--- src/rtl/wwc_pkg.sv ---
// Constants, field layouts and carrier types of the watchdog window configuration block.
// Assumes a single 10 MHz clock and an AXI4-Lite register bus with 32-bit data.
package wwc_pkg;

  // ==========================================================================
  // Clock and bus
  // ==========================================================================
  localparam int CLK_PERIOD_NS = 100;
  localparam int ADDR_W = 8;
  localparam logic [1:0] RESP_OKAY = 2'h0;
  localparam logic [1:0] RESP_SLVERR = 2'h2;

  // ==========================================================================
  // Register offsets
  // ==========================================================================
  localparam logic [ADDR_W-1:0] OFF_CTRL = 8'h00;
  localparam logic [ADDR_W-1:0] OFF_CONFIG = 8'h04;
  localparam logic [ADDR_W-1:0] OFF_PERIOD = 8'h08;
  localparam logic [ADDR_W-1:0] OFF_CLEAR = 8'h0C;
  localparam logic [ADDR_W-1:0] OFF_STATUS = 8'h10;
  localparam logic [ADDR_W-1:0] OFF_COUNT = 8'h14;

  // ==========================================================================
  // Field positions and codes
  // ==========================================================================
  localparam int CTRL_WIN_LSB = 0;
  localparam int CTRL_CS_LSB = 4;
  localparam int CFG_CS_LSB = 0;
  localparam int CFG_IV_LSB = 8;
  localparam int ST_OPEN = 0;
  localparam int ST_TIMEOUT = 1;
  localparam int ST_BADCLR = 2;
  localparam int ST_SRC_OK = 3;
  localparam int CLEAR_BIT = 0;
  localparam logic [2:0] CODE_ALL_ONES = 3'h7;
  localparam logic [2:0] CS_LOW_FREQ = 3'h0;
  localparam logic [2:0] CS_MID_FREQ = 3'h1;
  localparam logic [2:0] CS_RESET_FORCED = 3'h0;
  localparam logic [15:0] PERIOD_RESET = 16'h0400;
  localparam int EIGHTHS_SHIFT = 3;

  // ==========================================================================
  // Types
  // ==========================================================================
  typedef struct packed {
    logic [2:0] clock_select;
    logic [2:0] window_select;
  } wwc_ctrl_s;

  typedef struct packed {
    logic [2:0] cfg_clock_select_default;
    logic [2:0] cfg_interval_default;
  } wwc_cfg_s;

  typedef enum logic [1:0] {
    PH_CLOSED = 2'b01,
    PH_OPEN = 2'b10
  } wwc_phase_e;

  // Closed part of the period in eighths: code 7 gives none, codes 6..0 give 1..7.
  function automatic logic [2:0] wwc_delay_eighths(input logic [2:0] code);
    logic [2:0] res;
    res = (code == CODE_ALL_ONES) ? 3'h0 : 3'(CODE_ALL_ONES - code);
    return res;
  endfunction

  // A field is writable by software only when its configuration default is all ones.
  function automatic logic wwc_cfg_unlocked(input logic [2:0] cfg_field);
    return cfg_field == CODE_ALL_ONES;
  endfunction

endpackage

--- src/rtl/wwc_clock_select.sv ---
// Watchdog clock source selector producing a registered tick.
// Assumes oscillator ticks arrive as one-cycle pulses synchronous to the clock.
`timescale 1ns/1ps
module wwc_clock_select (
  input wire logic clk_i,
  input wire logic rst_n_i,
  input wire logic [2:0] sel_i,
  input wire logic low_freq_internal_osc_i,
  input wire logic mid_freq_internal_osc_i,
  output logic tick_o,
  output logic src_ok_o
);

  // ==========================================================================
  // Source multiplexer
  // ==========================================================================
  logic tick_reg;
  logic tick_next;
  logic ok_reg;
  logic ok_next;

  always_comb
  begin
    tick_next = 1'b0;
    ok_next = 1'b1;
    if (sel_i == wwc_pkg::CS_LOW_FREQ)
    begin
      tick_next = low_freq_internal_osc_i;
    end
    else if (sel_i == wwc_pkg::CS_MID_FREQ)
    begin
      tick_next = mid_freq_internal_osc_i;
    end
    else
    begin
      ok_next = 1'b0;
    end
  end

  always_ff @(posedge clk_i)
  begin
    if (!rst_n_i)
    begin
      tick_reg <= 1'b0;
      ok_reg <= 1'b1;
    end
    else
    begin
      tick_reg <= tick_next;
      ok_reg <= ok_next;
    end
  end

  assign tick_o = tick_reg;
  assign src_ok_o = ok_reg;

endmodule // wwc_clock_select

--- src/rtl/wwc_window_timer.sv ---
// Watchdog period counter with a closed and an open clear window.
// Assumes tick_i is a one-cycle pulse and clear_i a one-cycle request.
`timescale 1ns/1ps
module wwc_window_timer (
  input wire logic clk_i,
  input wire logic rst_n_i,
  input wire logic tick_i,
  input wire logic clear_i,
  input wire logic [15:0] period_i,
  input wire logic [2:0] window_i,
  output logic [15:0] count_o,
  output logic open_o,
  output logic timeout_o,
  output logic bad_clear_o
);

  // ==========================================================================
  // Counter and phase
  // ==========================================================================
  logic [15:0] count_reg;
  logic [15:0] count_next;
  wwc_pkg::wwc_phase_e phase_reg;
  wwc_pkg::wwc_phase_e phase_next;
  logic timeout_reg;
  logic timeout_next;
  logic bad_reg;
  logic bad_next;
  logic [18:0] prod;
  logic [15:0] thr;
  logic [15:0] last;

  always_comb
  begin
    prod = 19'(period_i) * 19'(wwc_pkg::wwc_delay_eighths(window_i));
    thr = prod[18:wwc_pkg::EIGHTHS_SHIFT];
    last = (period_i == 16'h0000) ? 16'h0000 : 16'(period_i - 16'h0001);
    count_next = count_reg;
    timeout_next = 1'b0;
    bad_next = 1'b0;
    if (clear_i && phase_reg == wwc_pkg::PH_CLOSED)
    begin
      bad_next = 1'b1;
    end
    if (clear_i && phase_reg == wwc_pkg::PH_OPEN)
    begin
      count_next = 16'h0000;
    end
    else if (tick_i)
    begin
      if (count_reg >= last)
      begin
        count_next = 16'h0000;
        timeout_next = 1'b1;
      end
      else
      begin
        count_next = 16'(count_reg + 16'h0001);
      end
    end
    phase_next = (count_next >= thr) ? wwc_pkg::PH_OPEN : wwc_pkg::PH_CLOSED;
  end

  always_ff @(posedge clk_i)
  begin
    if (!rst_n_i)
    begin
      count_reg <= 16'h0000;
      phase_reg <= wwc_pkg::PH_CLOSED;
      timeout_reg <= 1'b0;
      bad_reg <= 1'b0;
    end
    else
    begin
      count_reg <= count_next;
      phase_reg <= phase_next;
      timeout_reg <= timeout_next;
      bad_reg <= bad_next;
    end
  end

  assign count_o = count_reg;
  assign open_o = (phase_reg == wwc_pkg::PH_OPEN);
  assign timeout_o = timeout_reg;
  assign bad_clear_o = bad_reg;

endmodule // wwc_window_timer

--- src/rtl/wwc_top.sv ---
// Watchdog window and clock-source configuration with an AXI4-Lite register slave.
// Assumes configuration defaults are static levels and oscillator ticks are clock-synchronous pulses.
//
// Functional notes
// - Window code 111 gives no closed delay and keeps the clear window open for the whole period.
// - Window codes 110 down to 000 close 12.5 to 87.5 percent of the period in eighths, the rest open.
// - A clock-select default of 111 resets the runtime clock select to 000.
// - Reset loads the runtime window select from the configured window default.
// - Unless the clock-select default is 111, the runtime clock select ignores software writes.
// - Unless the window default is 111, the runtime window select ignores software writes.
// - Clock select 000 takes the low-frequency oscillator, 001 the mid-frequency one, others reserved.
// - Control word holds window in bits 2..0, clock select in bits 6..4, bits 7 and 3 read zero.
`timescale 1ns/1ps
module wwc_top (
  input wire logic CLK_I,
  input wire logic RST_N_I,
  input wire logic [2:0] CFG_CLOCK_SELECT_DEFAULT_I,
  input wire logic [2:0] CFG_INTERVAL_DEFAULT_I,
  input wire logic LOW_FREQ_INTERNAL_OSC_I,
  input wire logic MID_FREQ_INTERNAL_OSC_I,
  input wire logic [7:0] S_AXI_AWADDR_I,
  input wire logic S_AXI_AWVALID_I,
  output logic S_AXI_AWREADY_O,
  input wire logic [31:0] S_AXI_WDATA_I,
  input wire logic [3:0] S_AXI_WSTRB_I,
  input wire logic S_AXI_WVALID_I,
  output logic S_AXI_WREADY_O,
  output logic [1:0] S_AXI_BRESP_O,
  output logic S_AXI_BVALID_O,
  input wire logic S_AXI_BREADY_I,
  input wire logic [7:0] S_AXI_ARADDR_I,
  input wire logic S_AXI_ARVALID_I,
  output logic S_AXI_ARREADY_O,
  output logic [31:0] S_AXI_RDATA_O,
  output logic [1:0] S_AXI_RRESP_O,
  output logic S_AXI_RVALID_O,
  input wire logic S_AXI_RREADY_I,
  output logic WINDOW_OPEN_O,
  output logic TIMEOUT_O
);

  // ==========================================================================
  // Write channel capture
  // ==========================================================================
  logic aw_hold_reg;
  logic aw_hold_next;
  logic [7:0] aw_addr_reg;
  logic [7:0] aw_addr_next;
  logic w_hold_reg;
  logic w_hold_next;
  logic [31:0] w_data_reg;
  logic [31:0] w_data_next;
  logic [3:0] w_strb_reg;
  logic [3:0] w_strb_next;
  logic bvalid_reg;
  logic bvalid_next;
  logic [1:0] bresp_reg;
  logic [1:0] bresp_next;
  logic do_write;
  logic wr_known;

  assign S_AXI_AWREADY_O = !aw_hold_reg && !bvalid_reg;
  assign S_AXI_WREADY_O = !w_hold_reg && !bvalid_reg;
  assign do_write = aw_hold_reg && w_hold_reg && !bvalid_reg;

  always_comb
  begin
    aw_hold_next = aw_hold_reg;
    aw_addr_next = aw_addr_reg;
    w_hold_next = w_hold_reg;
    w_data_next = w_data_reg;
    w_strb_next = w_strb_reg;
    bvalid_next = bvalid_reg;
    bresp_next = bresp_reg;
    wr_known = (aw_addr_reg == wwc_pkg::OFF_CTRL) || (aw_addr_reg == wwc_pkg::OFF_PERIOD) ||
               (aw_addr_reg == wwc_pkg::OFF_CLEAR) || (aw_addr_reg == wwc_pkg::OFF_STATUS);
    if (S_AXI_AWVALID_I && S_AXI_AWREADY_O)
    begin
      aw_hold_next = 1'b1;
      aw_addr_next = S_AXI_AWADDR_I;
    end
    if (S_AXI_WVALID_I && S_AXI_WREADY_O)
    begin
      w_hold_next = 1'b1;
      w_data_next = S_AXI_WDATA_I;
      w_strb_next = S_AXI_WSTRB_I;
    end
    if (do_write)
    begin
      aw_hold_next = 1'b0;
      w_hold_next = 1'b0;
      bvalid_next = 1'b1;
      bresp_next = wr_known ? wwc_pkg::RESP_OKAY : wwc_pkg::RESP_SLVERR;
    end
    else if (bvalid_reg && S_AXI_BREADY_I)
    begin
      bvalid_next = 1'b0;
    end
  end

  always_ff @(posedge CLK_I)
  begin
    if (!RST_N_I)
    begin
      aw_hold_reg <= 1'b0;
      aw_addr_reg <= 8'h00;
      w_hold_reg <= 1'b0;
      w_data_reg <= 32'h0000_0000;
      w_strb_reg <= 4'h0;
      bvalid_reg <= 1'b0;
      bresp_reg <= wwc_pkg::RESP_OKAY;
    end
    else
    begin
      aw_hold_reg <= aw_hold_next;
      aw_addr_reg <= aw_addr_next;
      w_hold_reg <= w_hold_next;
      w_data_reg <= w_data_next;
      w_strb_reg <= w_strb_next;
      bvalid_reg <= bvalid_next;
      bresp_reg <= bresp_next;
    end
  end

  assign S_AXI_BVALID_O = bvalid_reg;
  assign S_AXI_BRESP_O = bresp_reg;

  // ==========================================================================
  // Configuration word and control register
  // ==========================================================================
  wwc_pkg::wwc_cfg_s cfg_reg;
  wwc_pkg::wwc_cfg_s cfg_next;
  wwc_pkg::wwc_ctrl_s ctrl_reg;
  wwc_pkg::wwc_ctrl_s ctrl_next;
  wwc_pkg::wwc_ctrl_s ctrl_rst;
  logic [15:0] period_reg;
  logic [15:0] period_next;
  logic wr_ctrl;
  logic wr_period;
  logic wr_status;
  logic clear_req;

  assign wr_ctrl = do_write && (aw_addr_reg == wwc_pkg::OFF_CTRL) && w_strb_reg[0];
  assign wr_period = do_write && (aw_addr_reg == wwc_pkg::OFF_PERIOD);
  assign wr_status = do_write && (aw_addr_reg == wwc_pkg::OFF_STATUS) && w_strb_reg[0];
  assign clear_req = do_write && (aw_addr_reg == wwc_pkg::OFF_CLEAR) && w_strb_reg[0] &&
                     w_data_reg[wwc_pkg::CLEAR_BIT];

  always_comb
  begin
    cfg_next.cfg_clock_select_default = CFG_CLOCK_SELECT_DEFAULT_I;
    cfg_next.cfg_interval_default = CFG_INTERVAL_DEFAULT_I;
    ctrl_rst.clock_select = CFG_CLOCK_SELECT_DEFAULT_I;
    if (wwc_pkg::wwc_cfg_unlocked(CFG_CLOCK_SELECT_DEFAULT_I))
      ctrl_rst.clock_select = wwc_pkg::CS_RESET_FORCED;
    ctrl_rst.window_select = CFG_INTERVAL_DEFAULT_I;
    ctrl_next = ctrl_reg;
    if (wr_ctrl && wwc_pkg::wwc_cfg_unlocked(cfg_reg.cfg_clock_select_default))
      ctrl_next.clock_select = w_data_reg[wwc_pkg::CTRL_CS_LSB +: 3];
    if (wr_ctrl && wwc_pkg::wwc_cfg_unlocked(cfg_reg.cfg_interval_default))
      ctrl_next.window_select = w_data_reg[wwc_pkg::CTRL_WIN_LSB +: 3];
    period_next = period_reg;
    if (wr_period && w_strb_reg[0])
      period_next[7:0] = w_data_reg[7:0];
    if (wr_period && w_strb_reg[1])
      period_next[15:8] = w_data_reg[15:8];
  end

  always_ff @(posedge CLK_I)
  begin
    if (!RST_N_I)
    begin
      cfg_reg <= cfg_next;
      ctrl_reg <= ctrl_rst;
      period_reg <= wwc_pkg::PERIOD_RESET;
    end
    else
    begin
      cfg_reg <= cfg_reg;
      ctrl_reg <= ctrl_next;
      period_reg <= period_next;
    end
  end

  // ==========================================================================
  // Clock source and window timer
  // ==========================================================================
  logic wdt_tick;
  logic src_ok;
  logic [15:0] count;
  logic win_open;
  logic timeout_pulse;
  logic bad_clear_pulse;

  wwc_clock_select u_clock_select (
    .clk_i(CLK_I),
    .rst_n_i(RST_N_I),
    .sel_i(ctrl_reg.clock_select),
    .low_freq_internal_osc_i(LOW_FREQ_INTERNAL_OSC_I),
    .mid_freq_internal_osc_i(MID_FREQ_INTERNAL_OSC_I),
    .tick_o(wdt_tick),
    .src_ok_o(src_ok)
  );

  wwc_window_timer u_window_timer (
    .clk_i(CLK_I),
    .rst_n_i(RST_N_I),
    .tick_i(wdt_tick),
    .clear_i(clear_req),
    .period_i(period_reg),
    .window_i(ctrl_reg.window_select),
    .count_o(count),
    .open_o(win_open),
    .timeout_o(timeout_pulse),
    .bad_clear_o(bad_clear_pulse)
  );

  // ==========================================================================
  // Sticky status flags
  // ==========================================================================
  logic timeout_flag_reg;
  logic timeout_flag_next;
  logic bad_flag_reg;
  logic bad_flag_next;

  always_comb
  begin
    timeout_flag_next = timeout_flag_reg;
    bad_flag_next = bad_flag_reg;
    if (wr_status && w_data_reg[wwc_pkg::ST_TIMEOUT])
      timeout_flag_next = 1'b0;
    if (wr_status && w_data_reg[wwc_pkg::ST_BADCLR])
      bad_flag_next = 1'b0;
    if (timeout_pulse)
      timeout_flag_next = 1'b1;
    if (bad_clear_pulse)
      bad_flag_next = 1'b1;
  end

  always_ff @(posedge CLK_I)
  begin
    if (!RST_N_I)
    begin
      timeout_flag_reg <= 1'b0;
      bad_flag_reg <= 1'b0;
    end
    else
    begin
      timeout_flag_reg <= timeout_flag_next;
      bad_flag_reg <= bad_flag_next;
    end
  end

  assign WINDOW_OPEN_O = win_open;
  assign TIMEOUT_O = timeout_pulse;

  // ==========================================================================
  // Read channel
  // ==========================================================================
  logic rvalid_reg;
  logic rvalid_next;
  logic [31:0] rdata_reg;
  logic [31:0] rdata_next;
  logic [1:0] rresp_reg;
  logic [1:0] rresp_next;
  logic [31:0] rd_word;
  logic rd_known;

  assign S_AXI_ARREADY_O = !rvalid_reg;

  always_comb
  begin
    rd_word = 32'h0000_0000;
    rd_known = 1'b1;
    unique case (S_AXI_ARADDR_I)
      wwc_pkg::OFF_CTRL:
      begin
        rd_word[wwc_pkg::CTRL_WIN_LSB +: 3] = ctrl_reg.window_select;
        rd_word[wwc_pkg::CTRL_CS_LSB +: 3] = ctrl_reg.clock_select;
      end
      wwc_pkg::OFF_CONFIG:
      begin
        rd_word[wwc_pkg::CFG_CS_LSB +: 3] = cfg_reg.cfg_clock_select_default;
        rd_word[wwc_pkg::CFG_IV_LSB +: 3] = cfg_reg.cfg_interval_default;
      end
      wwc_pkg::OFF_PERIOD: rd_word[15:0] = period_reg;
      wwc_pkg::OFF_CLEAR: rd_word = 32'h0000_0000;
      wwc_pkg::OFF_STATUS:
      begin
        rd_word[wwc_pkg::ST_OPEN] = win_open;
        rd_word[wwc_pkg::ST_TIMEOUT] = timeout_flag_reg;
        rd_word[wwc_pkg::ST_BADCLR] = bad_flag_reg;
        rd_word[wwc_pkg::ST_SRC_OK] = src_ok;
      end
      wwc_pkg::OFF_COUNT: rd_word[15:0] = count;
      default: rd_known = 1'b0;
    endcase
    rvalid_next = rvalid_reg;
    rdata_next = rdata_reg;
    rresp_next = rresp_reg;
    if (S_AXI_ARVALID_I && S_AXI_ARREADY_O)
    begin
      rvalid_next = 1'b1;
      rdata_next = rd_word;
      rresp_next = rd_known ? wwc_pkg::RESP_OKAY : wwc_pkg::RESP_SLVERR;
    end
    else if (rvalid_reg && S_AXI_RREADY_I)
    begin
      rvalid_next = 1'b0;
    end
  end

  always_ff @(posedge CLK_I)
  begin
    if (!RST_N_I)
    begin
      rvalid_reg <= 1'b0;
      rdata_reg <= 32'h0000_0000;
      rresp_reg <= wwc_pkg::RESP_OKAY;
    end
    else
    begin
      rvalid_reg <= rvalid_next;
      rdata_reg <= rdata_next;
      rresp_reg <= rresp_next;
    end
  end

  assign S_AXI_RVALID_O = rvalid_reg;
  assign S_AXI_RDATA_O = rdata_reg;
  assign S_AXI_RRESP_O = rresp_reg;

endmodule // wwc_top

--- config.mk ---
export PLATFORM = sky130hd
export DESIGN_NAME = wwc_top
export DESIGN_NICKNAME = d
export VERILOG_FILES = /design/src/rtl/wwc_pkg.sv /design/src/rtl/wwc_clock_select.sv /design/src/rtl/wwc_window_timer.sv /design/src/rtl/wwc_top.sv
export SDC_FILE = /design/constraint.sdc
export NUM_CORES = 1
export LEC_CHECK = 0
export BUFFER_PORTS_ARGS = -buffer_cell sky130_fd_sc_hd__buf_2
export CAP_MARGIN = 30
export CORE_AREA = 2 2 168 170
export DETAILED_ROUTE_END_ITERATION = 7
export DIE_AREA = 0 0 170 172
export GPL_TIMING_DRIVEN = 0
export SYNTH_ARGS = -nofsm -noshare
export SYNTH_HDL_FRONTEND = slang
export SYNTH_SLANG_ARGS = --single-unit
--- constraint.sdc ---
create_clock -name CLK_I -period 11 [get_ports CLK_I]
set_input_delay 2.2 -clock CLK_I [delete_from_list [all_inputs] [get_ports CLK_I]]
set_output_delay 2.2 -clock CLK_I [all_outputs]
set_load 0.01 [all_outputs]
# Word level (Yosys, flattened, before mapping)
# Cells that the tools add are included.
# Widths: inputs -> output; s select.
[classes]
n_mul = 1
n_bitwise = 2
n_lt_le_gt_ge = 2
add_sub_neg = 3
n_reduce_logical = 44
n_mux = 32
eq_ne = 17
[ops]
columns = ["cell", "n"]
rows = [
  ["$mux 16", 4],
  ["$eq 8x4->1 const B", 4],
  ["$ge 16x16->1", 2],
  ["$logic_and 1x1->1", 25],
  ["$eq 8x5->1 const B", 3],
  ["$mul 16x3->19", 1],
  ["$pmux 3 s3", 2],
  ["$add 16x1->16 const B", 1],
  ["$logic_not 16->1", 1],
  ["$logic_not 8->1", 2],
  ["$sub 16x1->16 const B", 1],
  ["$pmux 3 s5", 1],
  ["$mux 1", 14],
  ["$eq 3x3->1 const B", 4],
  ["$mux 3", 4],
  ["$pmux 5 s2", 1],
  ["$eq 8x3->1 const B", 1],
  ["$reduce_bool 2->1", 4],
  ["$mux 2", 3],
  ["$mux 6", 1],
  ["$reduce_or 6->1", 1],
  ["$logic_not 1->1", 4],
  ["$ne 2x1->1 const B", 2],
  ["$reduce_or 2->1", 2],
  ["10 further kinds", 13],
]
[word_totals]
in_bits = 67
out_inout_bits = 43
ff_bits = 102
wordCells = 125

# Logic depth before layout (Yosys ltp)
# Gate-level depths: netlist (run 1).
[depth]
depth_word = 9
depth_mapped = 21
mapped_depth_nobuf = 19

# Modules after synthesis
# Synthesis (run 1) repeated with hierarchy kept, for this count alone.
[hier_totals]
cells_unflattened = 847
area_unflattened_um2 = 6971.7
[by_module_without_submodules]
columns = ["mod", "area_per_inst_um2", "cells_each", "seq_area_each_um2", "instances"]
rows = [
  ["wwc_window_timer", 3465.8, 440, 400.4, 1],
  ["wwc_top", 3435.8, 402, 1681.6, 1],
  ["wwc_clock_select", 70.1, 5, 40.0, 1],
]

# Least setup slack after synthesis (run 1)
# Ideal clock, no wire load.
[synth_timing]
path_type = "flip-flop to flip-flop"
start = "register period_reg[2]"
end = "register u_window_timer.phase_reg[1]"
setup_ns = 0.115
period_less_slack_ns = 4.588
arrival_ns = 4.474
path_slack_ns = 6.412
required_time_ns = 10.885
stages_incl_launch_ff = 22
path_cell_list = "dfxtp_1 buf_2 or4_1 nor3_2 nand2_1 nor4_2 xor2_1 nand2_1 ha_1 nand4_1 or3_1 a2111oi_0 o31ai_1 nand2_2 buf_6 nor2_1 ha_1 a21o_1 a21o_1 a21oi_1 nand2_1 o21a_1"
[synth_via]
elab_chain_len = 8
elab_cells_between_ends = 10
[synth_rtl]
columns = ["element", "line_no", "source"]
rows = [
  ["from (decl)", "wwc_top.sv:136", "logic [15:0] period_reg;"],
  ["from (signal assigned)", "wwc_top.sv:175", "period_reg <= wwc_pkg::PERIOD_RESET;"],
  ["from (signal assigned)", "wwc_top.sv:181", "period_reg <= period_next;"],
  ["$sub 16x1->16 or $logic_not 16->1 (tied branches)", "wwc_window_timer.sv:36", "last = (period_i == 16'h0000) ? 16'h0000 : 16'(period_i - 16'h0001);"],
  ["$mux 16 *", "wwc_window_timer.sv:36", ""],
  ["$ge 16x16->1 *", "wwc_window_timer.sv:50", "if (count_reg >= last)"],
  ["$mux 16 *", "wwc_window_timer.sv:50", ""],
  ["$mux 16 *", "wwc_window_timer.sv:48", "else if (tick_i)"],
  ["$mux 16 *", "wwc_window_timer.sv:44", "if (clear_i && phase_reg == wwc_pkg::PH_OPEN)"],
  ["named net u_window_timer.count_next[13]", "wwc_window_timer.sv:21", "logic [15:0] count_next;"],
  ["$ge 16x16->1 *", "wwc_window_timer.sv:60", "phase_next = (count_next >= thr) ? wwc_pkg::PH_OPEN : wwc_pkg::PH_CLOSED;"],
  ["$mux 2 *", "wwc_window_timer.sv:60", ""],
  ["to (signal assigned)", "wwc_window_timer.sv:68", "phase_reg <= wwc_pkg::PH_CLOSED;"],
  ["to (signal assigned)", "wwc_window_timer.sv:75", "phase_reg <= phase_next;"],
  ["to (decl)", "wwc_window_timer.sv:22", "wwc_pkg::wwc_phase_e phase_reg;"],
]
# The timed path passes the listed nets; every way through them passes the cells marked *.
# A chain may end at the register's enable or synchronous reset.

# Worst setup path after layout (run 1)
[layout_timing]
start = "register period_reg[9]"
end = "register u_window_timer.phase_reg[1]"
# The elaborated chain is that of the path after synthesis.

==> results of run 1 <==
[per-stage QoR]
step	total power [W]	instances	util (%)
after floorplan	0.000454	830	-
after global placement	0.000485	1247	27.6
after detailed placement	0.000486	1247	27.6
after CTS	0.000813	1263	28.8
after global routing	0.000839	1263	28.8
final	0.000806	1263	28.8
[synth_stat cells, drive strengths merged, types with 4 or more instances]
| library cell | number | share of area, % |
|---|---|---|
| xnor2 | 13 | 1.7 |
| nand2b | 50 | 4.6 |
| a21oi | 64 | 4.8 |
| a211oi | 5 | 0.56 |
| a22oi | 9 | 1.0 |
| nand3b | 5 | 0.74 |
| and3 | 5 | 0.50 |
| and2 | 4 | 0.37 |
| nor2 | 102 | 5.8 |
| nand4 | 10 | 0.93 |
| mux2i | 29 | 4.3 |
| o21a | 5 | 0.56 |
| nor2b | 6 | 0.56 |
| fa | 15 | 4.5 |
| dfxtp | 88 | 26 |
| a2bb2oi | 4 | 0.52 |
| nand2 | 111 | 6.2 |
| edfxtp | 12 | 5.3 |
| buf | 26 | 2.8 |
| nor3 | 9 | 0.74 |
| a21o | 12 | 1.3 |
| nor4 | 7 | 0.97 |
| xor2 | 27 | 3.5 |
| o21ai | 16 | 1.2 |
| a31oi | 4 | 0.37 |
| nand3 | 13 | 1.0 |
| or4 | 4 | 0.45 |
| a22o | 4 | 0.52 |
| inv | 41 | 2.3 |
| clkbuf | 27 | 1.7 |
| ha | 51 | 9.5 |
[cells by family (layout without fill, tap and decap cells)]
logic type | after synthesis | after routing | synth area share [%]
buffers and inverters | 94 | 181 | 6.80
flip-flops | 100 | 100 | 31.5
AO/OA/AOI/OAI | 146 | 146 | 13.7
multiplexers | 32 | 32 | 4.81
AND/OR/NAND/NOR | 334 | 334 | 24.0
other | 1 | 18 | 0.0557
XOR/XNOR | 40 | 40 | 5.20
adder cells (fa/ha/maj) | 66 | 66 | 13.9
[worst min-delay path, delay by kind of cell (launching register included)]
family | cells | cell delay (ps)
flops | 1 | 310
simple gates | 1 | 70
compound gates | 1 | 40
[power by group]
group / total (W) / switching (W) / internal [W]
clock network: 0.000329 / 0.000139 / 0.000191
registers: 0.000396 / 0.0000130 / 0.000383
logic: 0.0000812 / 0.0000469 / 0.0000343
total: 0.000806 / 0.000199 / 0.000608
[final timing paths]
path	from	to	slack (ps)	cells past startpoint
setup / recovery	period_reg[9]$_SDFFE_PN0P_	u_window_timer.phase_reg[1]$_SDFF_PN0_	5440	20
hold / removal	u_window_timer.bad_clear_o$_SDFF_PN0_	bad_flag_reg$_SDFFE_PN0P_	450	2
setup reg to reg	period_reg[9]$_SDFFE_PN0P_	u_window_timer.phase_reg[1]$_SDFF_PN0_	5440	20
hold reg to reg	u_window_timer.bad_clear_o$_SDFF_PN0_	bad_flag_reg$_SDFFE_PN0P_	450	2
[final cells by class]
cell class                 instances  area [sq um]  area share [%]
multi-input combinational        636          4220            53.4
sequential                       100          2120            26.9
tap                              346           433            5.48
timing repair buffer              71           355            4.50
buffer                            53           304            3.85
clock buffer                      12           256            3.25
inverter                          41           154            1.95
clock inverter                     4          55.1           0.697
[layer usage]
layer / vias to the layer above / global-route usage [%] / wire length [um]
met5: - / 0 / 0
met4: 0 / 4.53 / 488
met3: 27 / 1.46 / 568
met2: 105 / 22.6 / 8820
met1: 2617 / 15.4 / 7970
li1: 2950 / - / -
==> run metrics, run 1 <==
setup_tns 0 ps; Layout fillers 2,988; Final Hold Vio Count 0; via count 5,699; Cell variety after synth 64; Cell Pwr Density roughly 100 nW/um^2; Post-synth EDFFs 12; Clock Latency Late Sink 350 ps; CP arrival 5800 ps; Mapped Avg Cell Area 8.29 sq um; CP bufs+invs 3; Post-Syn Instances 813; Worst path top cell family by delay simple AND/OR/NAND/NOR gates; DRC 0; Worst EP required about 11,000 ps; Hold Path Class flop to flop; clock root cell clkbuf_16; CTS clk-pin slew, worst paths 70 ps; period utilisation layout 50.6%; sequential cell area fraction in the yosys report 31.5%; fin nets 1,045; leakage power 3.61 nW; Rel. slew slack 46.7%; CP Cell Sequence clkbuf_1 > or4_1 > nor4_1 > nand4b_1 > buf_2 > nand2_1 > ha_1 > nand4_1 > or3_1 > a2111oi_0 > o31ai_1 > nand2_2 > buf_6 > nor2_1 > ha_1 > a21o_1 > a21o_1 > a21oi_1 > a21oi_1 > o21a_1; GR Util All Layers about an eighth; Final Cell Area 7900 sq um; outcome completed; core area approximately 27,000 sq um; register bit total from synthesis 100; area grow syn2layout 17.3%; setup violators final 0; initial core utilization 24.5%; worst hold margin about 450 ps; Clock Tree Buf Depth 2; max_cap viols 0; slowest CP cell or4_1; port bufs 71; CTS tree built; Syn Std Cell Area roughly 6700 sq um; die width 170 um; Yosys warning total 0; IR Drop Worst-Case VDD 0.0728 mV; Placer Congestion 0.913; Cell Rows 61; Sink Count 100; critical path class flop to flop; fin worst setup slack 5440 ps; startpoint types flop; hold buffer count at CTS 0; CP peak stage delay roughly 640 ps; DR WL/cell 14.1 um; Critical Path Fanout Max 10; vias in the first global route 5,605; DR vias/cell 4.51; most frequent cells in the layout 110 x nand2_1, 99 x nor2_1, 88 x dfxtp_1; clk_skew 9.66 ps; initial antenna violation count 0; Synth Flop Type dfxtp_1; Max Slew Vio Count 0; Die Y 172 um; post-place setup slack 5470 ps; Die Area 29,200 sq um; global-route wire length before repair 28,900 um; initial DRC count between 200 and 300; drt total wl 17,800 um; PostCTS Resize Cnt 0; most common cell after layout, fill and taps aside nand2_1; ratio of cells with drive above 1 in the final layout 14.0%; placed wire-length estimate 14,400 um; gr ovfl total 0; post-CTS setup buffer count 0; FFs w/ async S/R, synth 0%; Final ANT Viol Nets 0; # IOs 110; highest clock rate around 180 MHz; largest net degree at the start of global routing 18; CTS H-tree depth 3; min cycle time layout around 5600 ps; # diodes 0; RSZ-0062 raised after global routing false; Tightest Pin Transition 799 ps; drt pass-1 iters 5; Crit. End Element flop; Inserted Clock Buffers 9; placed cell areas between 7000 and 8000 sq um
(Power assumes the default switching activity.)
==> inputs of run 2 (changes only) <==
Clock period 11 ns to 4.9 ns, I/O delays scaled along.
==> run metrics, run 2 (synthesis results as in run 1) <==
GRT met2 Usage a little under a quarter; clk_skew 8.43 ps; R2R depth 20; Comb pwr share 10.1%; Max Slew Vio Count 0; CTS tree built; CP peak stage delay 600 ps; largest net degree at the start of global routing 18; most common cell after layout, fill and taps aside nand2_1; gr ovfl total 0; placed wire-length estimate 14,400 um; # IOs 110; Rel. slew slack 48.0%; setup violators final 0; Final Hold Vio Count 0; Inserted Clock Buffers 9; routing usage on met3 1.46%; clock root cell clkbuf_16; vias in the first global route 5,630; DRC 0; cell internal pwr 0.00136 W; initial core utilization about 25%; Clock Tree Buf Depth 2; period utilisation layout 95.0%; drt total wl 18,000 um; hold depth 2; highest clock rate 215 MHz; initial DRC count 277; placed cell areas around 7600 sq um; GR Util All Layers 12.6%; leakage power 3.65 nW; CTS clk-pin slew, worst paths 70 ps; Hold Path Class flop to flop; Cell Pwr Density 226 nW/um^2; Tightest Pin Transition 779 ps; Sw Share 24.9%; total chip power 0.00182 W; critical path class flop to flop; Worst EP required 5140 ps; startpoint types flop; initial antenna violation count 0; CP Cell Sequence or4_4 > nor3_4 > nand2_2 > nor4_4 > xor2_1 > nand2_1 > ha_1 > nand4_1 > or3_4 > a2111oi_4 > o31ai_2 > nand2_2 > buf_6 > nor2_1 > ha_1 > a21o_1 > a21o_1 > a21oi_2 > nand2_1 > o21a_1; Critical Path Fanout Max 10; Final Cell Area 8040 sq um; via count about 5,700; Psw 0.000452 W; Placer Congestion 0.913; # diodes 0; Crit. End Element flop; worst hold margin ~450 ps; global-route wire length before repair approximately 29,000 um; IR Drop Worst-Case VDD 0.163 mV; Die Y 172 um; min cycle time layout 4650 ps; drt pass-1 iters 4; GRT met1 Usage 15.4%; DR WL/cell about 14 um; Final Util 29.3%; slowest CP cell or4_4; most used routing layer met2; most frequent cells in the layout 108 x nand2_1, 99 x nor2_1, 88 x dfxtp_1; port bufs 71; CP arrival roughly 5000 ps; Clock Latency Late Sink 350 ps; max_cap viols 0; Flop pwr share between 40% and 50%; fin nets between 1,000 and 1,500; area grow syn2layout 19.4%; ratio of cells with drive above 1 in the final layout 16.1%; Clock power frac 41.0%; Die Area just under 30,000 sq um; DR vias/cell between 4 and 5; CTS H-tree depth 3; Final ANT Viol Nets 0; Sink Count 100; outcome completed; die width 170 um; Cell Rows between 60 and 70; core area 27,500 sq um
## run 2: worst max-delay path, delay by kind of cell, from the launching register on
kind,cells,cell delay (ps)
and+or+nand+nor,10,2070
AOI/OAI and AO/OA,6,1080
adders and majority gates,2,620
DFF,1,440
xor gates and xnor gates,1,160
buffers and inverters,1,140
## run 2: final cells by class
cell class,instances,area (sq um)
plain buffers,52,300
repair buffers,75,385
well taps,346,433
flip-flops and latches,100,2120
multi-input cells,636,4340
inverters,41,154
clock buffers,12,256
fillers,2970,19400
clock inverters,4,55.1
## run 2: worst paths after layout
kind                                                  to                           from  slack (ps)
setup / recovery  u_window_timer.phase_reg[1]$_SDFF_PN0_     period_reg[3]$_SDFFE_PN0P_         250
hold / removal             S_AXI_RDATA_O[0]$_SDFFE_PN0P_  S_AXI_RDATA_O[0]$_SDFFE_PN0P_         450
setup reg to reg  u_window_timer.phase_reg[1]$_SDFF_PN0_     period_reg[3]$_SDFFE_PN0P_         250
hold reg to reg            S_AXI_RDATA_O[0]$_SDFFE_PN0P_  S_AXI_RDATA_O[0]$_SDFFE_PN0P_         450
## run 2: power by group through the flow
stage	Clock [W]	Sequential [W]	Combinational, W
5_1_grt	0.000787	0.000892	0.000207
3_5_place_dp	0	0.000907	0.000183
3_3_place_gp	0	0.000907	0.000181
2_1_floorplan	0	0.000896	0.000123
4_1_cts	0.000753	0.000889	0.000184
6_report	0.000745	0.000888	0.000184
## run 2: what timing repair did
| action | CTS | global route |
|---|---|---|
| hold endpoints to repair | 0 | 0 |
| hold buffers | 0 | 0 |
| buffers inserted | 2 | 2 |
| setup endpoints to repair | 2 | 2 |
| resized for setup | 12 | 11 |
| pin swaps | 2 | 7 |
| cloned | 0 | 0 |
## run 2: metrics by stage
stage,std cells,worst slack (ps),setup TNS (ps)
after floorplan,830,312,0
after global placement,1247,-566,-1130
after detailed placement,1247,-633,-1250
after CTS,1265,38.4,0
after global routing,1266,-4.18,-4.18
final,1266,245,0
## run 2: per-layer routing
layer | up-vias | share of wire, %
met5 | - | 0
li1 | 2953 | -
met4 | 0 | 2.8
met1 | 2629 | 44
met3 | 28 | 4.0
met2 | 126 | 49
